===== config.mk =====
export PLATFORM = sky130hd
export DESIGN_NAME = meter_wave_phase_power_dsp
export DESIGN_NICKNAME = d
export VERILOG_FILES = /design/src/logic/meter_dsp_pkg.sv /design/src/logic/wave_skid_buffer.sv /design/src/logic/meter_wave_phase_power_dsp.sv
export SDC_FILE = /design/constraint.sdc
export NUM_CORES = 2
export LEC_CHECK = 0
export ABC_AREA = 0
export BUFFER_PORTS_ARGS = -buffer_cell sky130_fd_sc_hd__buf_2
export CAP_MARGIN = 15
export CORE_MARGIN = 2
export CORE_UTILIZATION = 45
export DETAILED_ROUTE_END_ITERATION = 10
export PLACE_DENSITY_LB_ADDON = 0.15
export SLEW_MARGIN = 20
export SYNTH_ARGS = -nofsm -noshare
export SYNTH_HDL_FRONTEND = slang
export SYNTH_HIERARCHICAL = 1
export SYNTH_SLANG_ARGS = --single-unit
export TNS_END_PERCENT = 5

===== constraint.sdc =====
create_clock -name clk_sys -period 13.1 [get_ports clk_sys]
set_input_delay 2.62 -clock clk_sys [delete_from_list [all_inputs] [get_ports clk_sys]]
set_output_delay 2.62 -clock clk_sys [all_outputs]
set_load 0.02 [all_outputs]

===== src/logic/meter_dsp_pkg.sv =====
package meter_dsp_pkg;

  // ****************************************************************
  // Widths and sample layout
  // ****************************************************************
  localparam int SAMPLE_W = 20;
  localparam int POWER_W = 24;
  localparam int WORD_W = 40;
  localparam int LP_FRAC = 16;
  localparam int GAIN_FRAC = 12;
  localparam int PRODUCT_SHIFT = 16;

  // ****************************************************************
  // Waveform source selections
  // ****************************************************************
  localparam logic [1:0] SRC_POWER = 2'h0;
  localparam logic [1:0] SRC_COMBINED = 2'h1;
  localparam logic [1:0] SRC_CURRENT = 2'h2;
  localparam logic [1:0] SRC_VOLTAGE = 2'h3;

  // ****************************************************************
  // Phase trim and delay line
  // ****************************************************************
  localparam logic signed [7:0] TRIM_MIN = 8'h9E;
  localparam logic signed [7:0] TRIM_MAX = 8'h5C;
  localparam real MASTER_CLOCK_HZ = 3579545.0;
  localparam real TRIM_STEP_US = 1.12;
  localparam int TRIM_STEP_CLKS = 4;
  localparam int ADC_RATE_DIV = 128;
  localparam int UNITS_PER_SAMPLE = ADC_RATE_DIV / TRIM_STEP_CLKS;
  localparam logic [9:0] BASE_DELAY_UNITS = 10'h080;
  localparam int V_HIST_DEPTH = 8;
  localparam int I_HIST_DEPTH = 5;
  localparam int I_DELAY_TAP = 4;

  // ****************************************************************
  // Filters and scaling
  // ****************************************************************
  localparam real WAVE_LP_CUTOFF_HZ = 156.0;
  localparam real ADC_RATE_HZ = MASTER_CLOCK_HZ / ADC_RATE_DIV;
  localparam logic [15:0] WAVE_LP_COEF =
    16'(int'(2.0 * 3.14159265 * WAVE_LP_CUTOFF_HZ / ADC_RATE_HZ * 65536.0));
  localparam logic signed [23:0] POWER_MAX = 24'h7FFFFF;
  localparam logic signed [23:0] POWER_MIN = 24'h800000;
  localparam logic [2:0] DEC_CNT_RESET = 3'h0;

  typedef struct packed {
    logic signed [19:0] current;
    logic signed [19:0] voltage;
  } channel_pair_type;

  typedef struct packed {
    logic [1:0] source;
    logic [39:0] data;
  } wave_sample_type;

endpackage : meter_dsp_pkg


===== src/logic/wave_skid_buffer.sv =====
`timescale 1ns/10ps
module wave_skid_buffer #(
  parameter int WIDTH = 42
) (
  input wire logic clk_sys,
  input wire logic rst_b,
  input wire logic in_valid,
  output logic in_ready,
  input wire logic [WIDTH-1:0] in_data,
  output logic out_valid,
  input wire logic out_ready,
  output logic [WIDTH-1:0] out_data
);

  logic head_valid_reg, head_valid_next;
  logic spare_valid_reg, spare_valid_next;
  logic [WIDTH-1:0] head_reg, head_next;
  logic [WIDTH-1:0] spare_reg, spare_next;

  // The head entry drives the output; the spare entry absorbs one word while stalled.
  always_comb begin
    head_valid_next = head_valid_reg;
    spare_valid_next = spare_valid_reg;
    head_next = head_reg;
    spare_next = spare_reg;
    if (head_valid_reg && out_ready) begin
      if (spare_valid_reg) begin
        head_next = spare_reg;
        spare_valid_next = 1'b0;
      end else begin
        head_valid_next = 1'b0;
      end
    end
    if (in_valid && !spare_valid_reg) begin
      if (!head_valid_next) begin
        head_next = in_data;
        head_valid_next = 1'b1;
      end else begin
        spare_next = in_data;
        spare_valid_next = 1'b1;
      end
    end
  end

  always_ff @(posedge clk_sys or negedge rst_b) begin
    if (!rst_b) begin
      head_valid_reg <= 1'b0;
      spare_valid_reg <= 1'b0;
      head_reg <= '0;
      spare_reg <= '0;
    end else begin
      head_valid_reg <= head_valid_next;
      spare_valid_reg <= spare_valid_next;
      head_reg <= head_next;
      spare_reg <= spare_next;
    end
  end

  assign in_ready = !spare_valid_reg;
  assign out_valid = head_valid_reg;
  assign out_data = head_reg;

endmodule : wave_skid_buffer


===== src/logic/meter_wave_phase_power_dsp.sv =====
`timescale 1ns/10ps
// Notes on behaviour
// - Combined source delivers one 40-bit word holding both channel samples.
// - Voltage samples keep the current channel's code scaling, no rescale.
// - Voltage source (11) waveform samples pass a single-pole 156 Hz lowpass first; combined words carry unfiltered voltage.
// - The multiplier takes the unfiltered voltage samples.
// - Two rate bits pick every 1st, 2nd, 4th or 8th sample.
// - Interrupt output goes low while a new sample waits.
// - With highpass off and zero trim both paths have equal delay.
// - Phase trim is signed 8-bit, clamped to 9Eh through 5Ch.
// - One trim unit shifts voltage delay by four master clocks.
// - Negative trim shortens voltage delay, giving a phase lead.
// - Power is the lowpassed product of current and voltage samples.
// - Gain trim 800h gives the smallest range, 7FFh the largest.
// - Twenty-bit current and voltage source samples are sign extended to 24 bits, low aligned.
// - Gain trim is signed 12-bit, scaling by one plus trim over 4096.
// - Source 00 routes active power into the waveform word.
module meter_wave_phase_power_dsp #(
  parameter int POWER_LP_SHIFT = 8,
  parameter int HPF_SHIFT = 10
) (
  input wire logic clk_sys,
  input wire logic rst_b,
  input wire logic adc_valid,
  input wire logic signed [19:0] current_sample,
  input wire logic signed [19:0] voltage_sample,
  input wire logic current_highpass_enable,
  input wire logic [7:0] phase_delay_trim,
  input wire logic [11:0] power_gain_trim,
  input wire logic [1:0] wave_source_select,
  input wire logic [1:0] sample_rate_select,
  input wire logic sample_irq_enable,
  input wire logic wave_ready,
  output logic wave_valid,
  output meter_dsp_pkg::wave_sample_type wave_sample,
  output logic signed [23:0] active_power,
  output logic active_power_valid,
  output logic irq_b,
  output logic wave_overrun
);

  // ****************************************************************
  // Decoding helpers
  // ****************************************************************
  function automatic logic signed [7:0] clamp_trim(input logic signed [7:0] raw);
    if (raw < meter_dsp_pkg::TRIM_MIN) begin
      return meter_dsp_pkg::TRIM_MIN;
    end else if (raw > meter_dsp_pkg::TRIM_MAX) begin
      return meter_dsp_pkg::TRIM_MAX;
    end
    return raw;
  endfunction : clamp_trim

  function automatic logic [2:0] rate_mask(input logic [1:0] sel);
    return 3'((4'h1 << sel) - 4'h1);
  endfunction : rate_mask

  // ****************************************************************
  // State
  // ****************************************************************
  logic signed [19:0] v_hist_reg [meter_dsp_pkg::V_HIST_DEPTH];
  logic signed [19:0] v_hist_next [meter_dsp_pkg::V_HIST_DEPTH];
  logic signed [19:0] i_hist_reg [meter_dsp_pkg::I_HIST_DEPTH];
  logic signed [19:0] i_hist_next [meter_dsp_pkg::I_HIST_DEPTH];
  logic signed [35:0] hpf_dc_reg, hpf_dc_next;
  logic s1_reg, s1_next, s2_reg, s2_next, s3_reg, s3_next, s4_reg, s4_next;
  logic signed [19:0] v_al_reg, v_al_next, i_al_reg, i_al_next;
  logic signed [23:0] prod_reg, prod_next;
  logic signed [35:0] wave_lp_reg, wave_lp_next;
  logic signed [39:0] power_lp_reg, power_lp_next;
  logic signed [23:0] active_power_reg, active_power_next;
  logic ap_valid_reg, ap_valid_next;
  logic [2:0] dec_cnt_reg, dec_cnt_next;
  logic pend_valid_reg, pend_valid_next;
  meter_dsp_pkg::wave_sample_type pend_reg, pend_next;
  logic overrun_reg, overrun_next, irq_b_reg, irq_b_next;

  logic signed [19:0] hp_out;
  logic signed [7:0] trim;
  logic [9:0] delay_units;
  logic [2:0] tap;
  logic [4:0] frac;
  logic signed [27:0] interp;
  logic signed [39:0] product;
  logic signed [36:0] wave_diff;
  logic signed [53:0] wave_step;
  logic signed [23:0] pl_int;
  logic signed [35:0] gain_prod;
  logic signed [25:0] gained;
  logic emit;
  meter_dsp_pkg::channel_pair_type pair;
  logic [39:0] word;
  logic buf_in_ready, buf_out_valid;

  // ****************************************************************
  // Datapath next state
  // ****************************************************************
  always_comb begin
    v_hist_next = v_hist_reg;
    i_hist_next = i_hist_reg;
    hpf_dc_next = hpf_dc_reg;
    v_al_next = v_al_reg;
    i_al_next = i_al_reg;
    prod_next = prod_reg;
    wave_lp_next = wave_lp_reg;
    power_lp_next = power_lp_reg;
    active_power_next = active_power_reg;
    s1_next = adc_valid;
    s2_next = s1_reg;
    s3_next = s2_reg;
    s4_next = s3_reg;
    // Highpass sits in the same stage as the raw path, so delay is unchanged.
    hp_out = current_sample;
    if (current_highpass_enable) begin
      hp_out = 20'(current_sample - hpf_dc_reg[35:16]);
    end
    if (adc_valid) begin
      for (int k = 1; k < meter_dsp_pkg::V_HIST_DEPTH; k++) begin
        v_hist_next[k] = v_hist_reg[k-1];
      end
      for (int k = 1; k < meter_dsp_pkg::I_HIST_DEPTH; k++) begin
        i_hist_next[k] = i_hist_reg[k-1];
      end
      v_hist_next[0] = voltage_sample;
      i_hist_next[0] = hp_out;
      if (current_highpass_enable) begin
        hpf_dc_next = 36'(hpf_dc_reg +
          (($signed({current_sample, 16'h0000}) - hpf_dc_reg) >>> HPF_SHIFT));
      end
    end
    // Fractional delay: 32 trim units per sample, linear interpolation between taps.
    trim = clamp_trim(phase_delay_trim);
    delay_units = 10'(meter_dsp_pkg::BASE_DELAY_UNITS + {{2{trim[7]}}, trim});
    tap = delay_units[7:5];
    frac = delay_units[4:0];
    // The near tap weight reaches 32 at zero fraction, so it needs six bits.
    interp = 28'(v_hist_reg[tap] * $signed({1'b0, 6'(6'h20 - {1'b0, frac})}))
      + 28'(v_hist_reg[3'(tap + 3'h1)] * $signed({2'b00, frac}));
    if (s1_reg) begin
      v_al_next = interp[24:5];
      i_al_next = i_hist_reg[meter_dsp_pkg::I_DELAY_TAP];
    end
    product = 40'(v_al_reg * i_al_reg);
    wave_diff = 37'($signed({v_al_reg, 16'h0000}) - wave_lp_reg);
    wave_step = 54'(wave_diff * $signed({1'b0, meter_dsp_pkg::WAVE_LP_COEF}));
    if (s2_reg) begin
      prod_next = 24'(product >>> meter_dsp_pkg::PRODUCT_SHIFT);
      wave_lp_next = 36'(wave_lp_reg + (wave_step >>> meter_dsp_pkg::LP_FRAC));
    end
    if (s3_reg) begin
      power_lp_next = 40'(power_lp_reg +
        (($signed({prod_reg, 16'h0000}) - power_lp_reg) >>> POWER_LP_SHIFT));
    end
    pl_int = power_lp_reg[39:16];
    gain_prod = 36'(pl_int * $signed(power_gain_trim));
    gained = 26'(pl_int + (gain_prod >>> meter_dsp_pkg::GAIN_FRAC));
    if (s4_reg) begin
      if (gained > 26'(meter_dsp_pkg::POWER_MAX)) begin
        active_power_next = meter_dsp_pkg::POWER_MAX;
      end else if (gained < 26'(meter_dsp_pkg::POWER_MIN)) begin
        active_power_next = meter_dsp_pkg::POWER_MIN;
      end else begin
        active_power_next = gained[23:0];
      end
    end
    ap_valid_next = s4_reg;
  end

  // ****************************************************************
  // Waveform sample selection and delivery next state
  // ****************************************************************
  always_comb begin
    dec_cnt_next = dec_cnt_reg;
    pend_valid_next = pend_valid_reg;
    pend_next = pend_reg;
    overrun_next = overrun_reg && sample_irq_enable;
    pair.current = i_al_reg;
    pair.voltage = v_al_reg;
    case (wave_source_select)
      meter_dsp_pkg::SRC_POWER: word = {16'h0000, active_power_next};
      meter_dsp_pkg::SRC_COMBINED: word = pair;
      meter_dsp_pkg::SRC_CURRENT: word = {16'h0000, {4{i_al_reg[19]}}, i_al_reg};
      meter_dsp_pkg::SRC_VOLTAGE: word = {16'h0000, {4{wave_lp_reg[35]}}, wave_lp_reg[35:16]};
      default: word = 40'h0000000000;
    endcase
    // Sampling only runs while the host keeps the interrupt enable set.
    emit = s4_reg && sample_irq_enable
      && ((dec_cnt_reg & rate_mask(sample_rate_select)) == 3'h0);
    if (s4_reg) begin
      dec_cnt_next = 3'(dec_cnt_reg + 3'h1);
    end
    if (pend_valid_reg && buf_in_ready) begin
      pend_valid_next = 1'b0;
    end
    if (emit) begin
      if (pend_valid_reg && !buf_in_ready) begin
        overrun_next = 1'b1;
      end
      pend_valid_next = 1'b1;
      pend_next.source = wave_source_select;
      pend_next.data = word;
    end
    irq_b_next = !(buf_out_valid && sample_irq_enable);
  end

  always_ff @(posedge clk_sys or negedge rst_b) begin
    if (!rst_b) begin
      for (int k = 0; k < meter_dsp_pkg::V_HIST_DEPTH; k++) begin
        v_hist_reg[k] <= '0;
      end
      for (int k = 0; k < meter_dsp_pkg::I_HIST_DEPTH; k++) begin
        i_hist_reg[k] <= '0;
      end
      hpf_dc_reg <= '0;
      s1_reg <= 1'b0;
      s2_reg <= 1'b0;
      s3_reg <= 1'b0;
      s4_reg <= 1'b0;
      v_al_reg <= '0;
      i_al_reg <= '0;
      prod_reg <= '0;
      wave_lp_reg <= '0;
      power_lp_reg <= '0;
      active_power_reg <= '0;
      ap_valid_reg <= 1'b0;
      dec_cnt_reg <= meter_dsp_pkg::DEC_CNT_RESET;
      pend_valid_reg <= 1'b0;
      pend_reg <= '0;
      overrun_reg <= 1'b0;
      irq_b_reg <= 1'b1;
    end else begin
      v_hist_reg <= v_hist_next;
      i_hist_reg <= i_hist_next;
      hpf_dc_reg <= hpf_dc_next;
      s1_reg <= s1_next;
      s2_reg <= s2_next;
      s3_reg <= s3_next;
      s4_reg <= s4_next;
      v_al_reg <= v_al_next;
      i_al_reg <= i_al_next;
      prod_reg <= prod_next;
      wave_lp_reg <= wave_lp_next;
      power_lp_reg <= power_lp_next;
      active_power_reg <= active_power_next;
      ap_valid_reg <= ap_valid_next;
      dec_cnt_reg <= dec_cnt_next;
      pend_valid_reg <= pend_valid_next;
      pend_reg <= pend_next;
      overrun_reg <= overrun_next;
      irq_b_reg <= irq_b_next;
    end
  end

  wave_skid_buffer #(
    .WIDTH($bits(meter_dsp_pkg::wave_sample_type))
  ) wave_buffer (
    .clk_sys(clk_sys),
    .rst_b(rst_b),
    .in_valid(pend_valid_reg),
    .in_ready(buf_in_ready),
    .in_data(pend_reg),
    .out_valid(buf_out_valid),
    .out_ready(wave_ready),
    .out_data(wave_sample)
  );

  assign wave_valid = buf_out_valid;
  assign active_power = active_power_reg;
  assign active_power_valid = ap_valid_reg;
  assign irq_b = irq_b_reg;
  assign wave_overrun = overrun_reg;
endmodule : meter_wave_phase_power_dsp


==> run metrics <==
status complete, no violations; Arr. time, crit path between 10 and 15 ns; Port Buffers around 140; core area 165,000 µm²; Crit path depth 37; hold crit path type flip-flop to flip-flop; Post-synth EDFFs 0; register bit count reported by yosys 599; register area share after synthesis 0.200; Register Area 15,000 µm²; fin cells ~10,000; maximum operating frequency between 80 and 90 MHz; WS Path Type flip-flop to flip-flop; die height 412 µm; share of the synthesized area in the top cell type 0.276; clock slew at reported path FFs 0.06 ns; final hold violation count 0; top-count cell post-synth inv_1; grt ovf 0; DRT Pass-1 Iters 5; Tot GR Track Use 0.239; Detail Route met2 WL between 90,000 and 100,000 µm; # clock sinks approximately 600; CP peak stage delay approximately 0.71 ns; top layer in use met5; TritonCTS Buffers 78; Setup-failing EPs final 0; H-tree depth 3; routability cong. ~0.9; max-slew violations 0; Hold Path Depth 1; Worst path slowest cell o31ai_1; IO Pins 140; CP Capture Type flip-flop; Total Routed Length a little under 200,000 µm; Post-Syn Instances around 7,800; Clock Skews between 0.04 and 0.05 ns; hold buffer count at CTS 0; min cycle time layout about 12 ns; Yosys cell types 96; largest net degree at the start of global routing 148; synth-to-layout area growth 7.80%; area of the multi-input gates around 54,000 µm²; DIE WIDTH 412 µm; Clk Latency, worst-skew pair 0.72 ns; clock buffer depth 3; Met3 Wirelength between 8000 and 9000 µm; worst-margin pin slew around 1.1 ns; Slew HR 0.250; Starting Density 0.454; R2R cell count 37; Area contributors post-synth fa_1, dfrtp_1, ha_1; M1 WL slightly below 90,000 µm; share of cells above drive strength 1 0.112; Worst Path Max Fanout 9; post-CTS sizing 0; TritonCTS clock tree done; drt wl/cell slightly below 20 µm; synth cell count leaders inv_1, fa_1, nand2_1; Post-CTS Setup Inserts 0; CP bufs+invs 4; initial antenna violation count 4; setup TNS after final layout 0 ns; final period utilization 0.897; most common flop cell mapped by yosys dfrtp_1; max reg flops between 150 and 200; DR vias between 50,000 and 60,000; DR vias/cell between 5 and 6; number of global-route vias before repair 57,100; RSZ-0062 raised after global routing no; Cell Area, Synth 75,100 µm²; Iter 0 DRT Violations about 3,100; Worst EP required ~14 ns; CP Launch Type flip-flop; Row Count 149; share of async-settable or async-resettable flops after synthesis 1.00; first-pass GRT wire length around 320,000 µm; total die area 170,000 µm²; DRC 0; Post-Place Cells slightly below 10,000; leading area contributor after synthesis fa_1; crit-path leading delay family compound AO/OA/AOI/OAI gates; Mean Syn Cell Area between 9 and 10 µm²; Layout Nets ~9,500; Final ANT Viol Nets 0; clk root buf clkbuf_16; final HPWL from detailed placement roughly 150,000 µm; number of max-cap violations 0; fill count roughly 16,000; Yosys Warn Count 6
-- worst paths after layout --
| kind | slack (ns) | from | end |
|---|---|---|---|
| setup / recovery | 1.34 | wave_lp_reg[2] | wave_lp_reg[35] |
| hold / removal | 0.47 | dec_cnt_reg[2] | dec_cnt_reg[2] |
| setup reg to reg | 1.34 | wave_lp_reg[2] | wave_lp_reg[35] |
| hold reg to reg | 0.47 | dec_cnt_reg[2] | dec_cnt_reg[2] |
| max in group asynchronous | 8.39 | rst_b | i_hist_reg[82] |
| min in group asynchronous | 1.93 | rst_b | v_hist_reg[113] |
-- area by class of cell --
cell class                      instances  share of cell area
Antenna cell                            1           0.0000309
Clock buffer                          101              0.0269
Clock inverter                         41             0.00820
Inverter                             1375              0.0638
Multi-Input combinational cell       5469               0.664
Sequential cell                       599               0.185
Tap cell                             2189              0.0339
Timing Repair Buffer                  237              0.0182
-- metal layers --
layer  vias to the layer above  global-route usage
li1                      24900                   -
met1                     27600               0.328
met2                      1185               0.401
met3                       270              0.0253
met4                         4              0.0702
met5                         -                   0
-- cell usage in the layout (no fill, tap or decap), types with 19 or more instances in the layout --
| cell | instances |
|---|---|
| xnor2_1 | 229 |
| dfrtp_1 | 595 |
| o21a_1 | 40 |
| o31ai_1 | 26 |
| a21oi_1 | 282 |
| or2_2 | 19 |
| nor2_1 | 407 |
| nand4_1 | 23 |
| a211oi_1 | 32 |
| a21o_1 | 131 |
| mux2i_1 | 102 |
| clkbuf_16 | 78 |
| o21ai_0 | 216 |
| or3_1 | 32 |
| nor3_1 | 94 |
| mux4_2 | 57 |
| buf_2 | 137 |
| mux2_4 | 40 |
| ha_1 | 624 |
| nand2_1 | 817 |
| nor2b_1 | 42 |
| and3_1 | 24 |
| a31oi_1 | 66 |
| nand2b_1 | 65 |
| mux2_2 | 350 |
| xor2_1 | 113 |
| and2_1 | 234 |
| o21bai_1 | 41 |
| nand3_1 | 63 |
| inv_1 | 1371 |
| fa_1 | 1034 |
| buf_4 | 96 |
-- through the flow --
stage,hold WS [ns],cell area (µm²),util,setup slack (ns)
2_1_floorplan,0.352,75100,-,2.12
3_3_place_gp,0.463,78100,0.472,1.80
3_5_place_dp,0.466,78100,0.472,1.44
4_1_cts,0.478,80900,0.489,1.40
5_1_grt,0.501,80900,0.489,0.488
6_report,0.470,80900,0.489,1.34
-- kinds of logic (layout without fill, tap and decap cells) --
kind of cell / Yosys count / after routing / share of synthesized area
xor gates and xnor gates: 343 / 343 / 0.0401
adders and majority gates: 1659 / 1659 / 0.380
AOI/OAI and AO/OA: 1004 / 1004 / 0.0852
muxes: 551 / 551 / 0.0915
DFF: 599 / 599 / 0.200
and+or+nand+nor: 1910 / 1910 / 0.118
other: 1 / 3 / 0.0000500
buffers and inverters: 1688 / 1754 / 0.0858
Power is not shown: default switching activity piles up to over one toggle a cycle in this logic, so the estimate is an artifact.
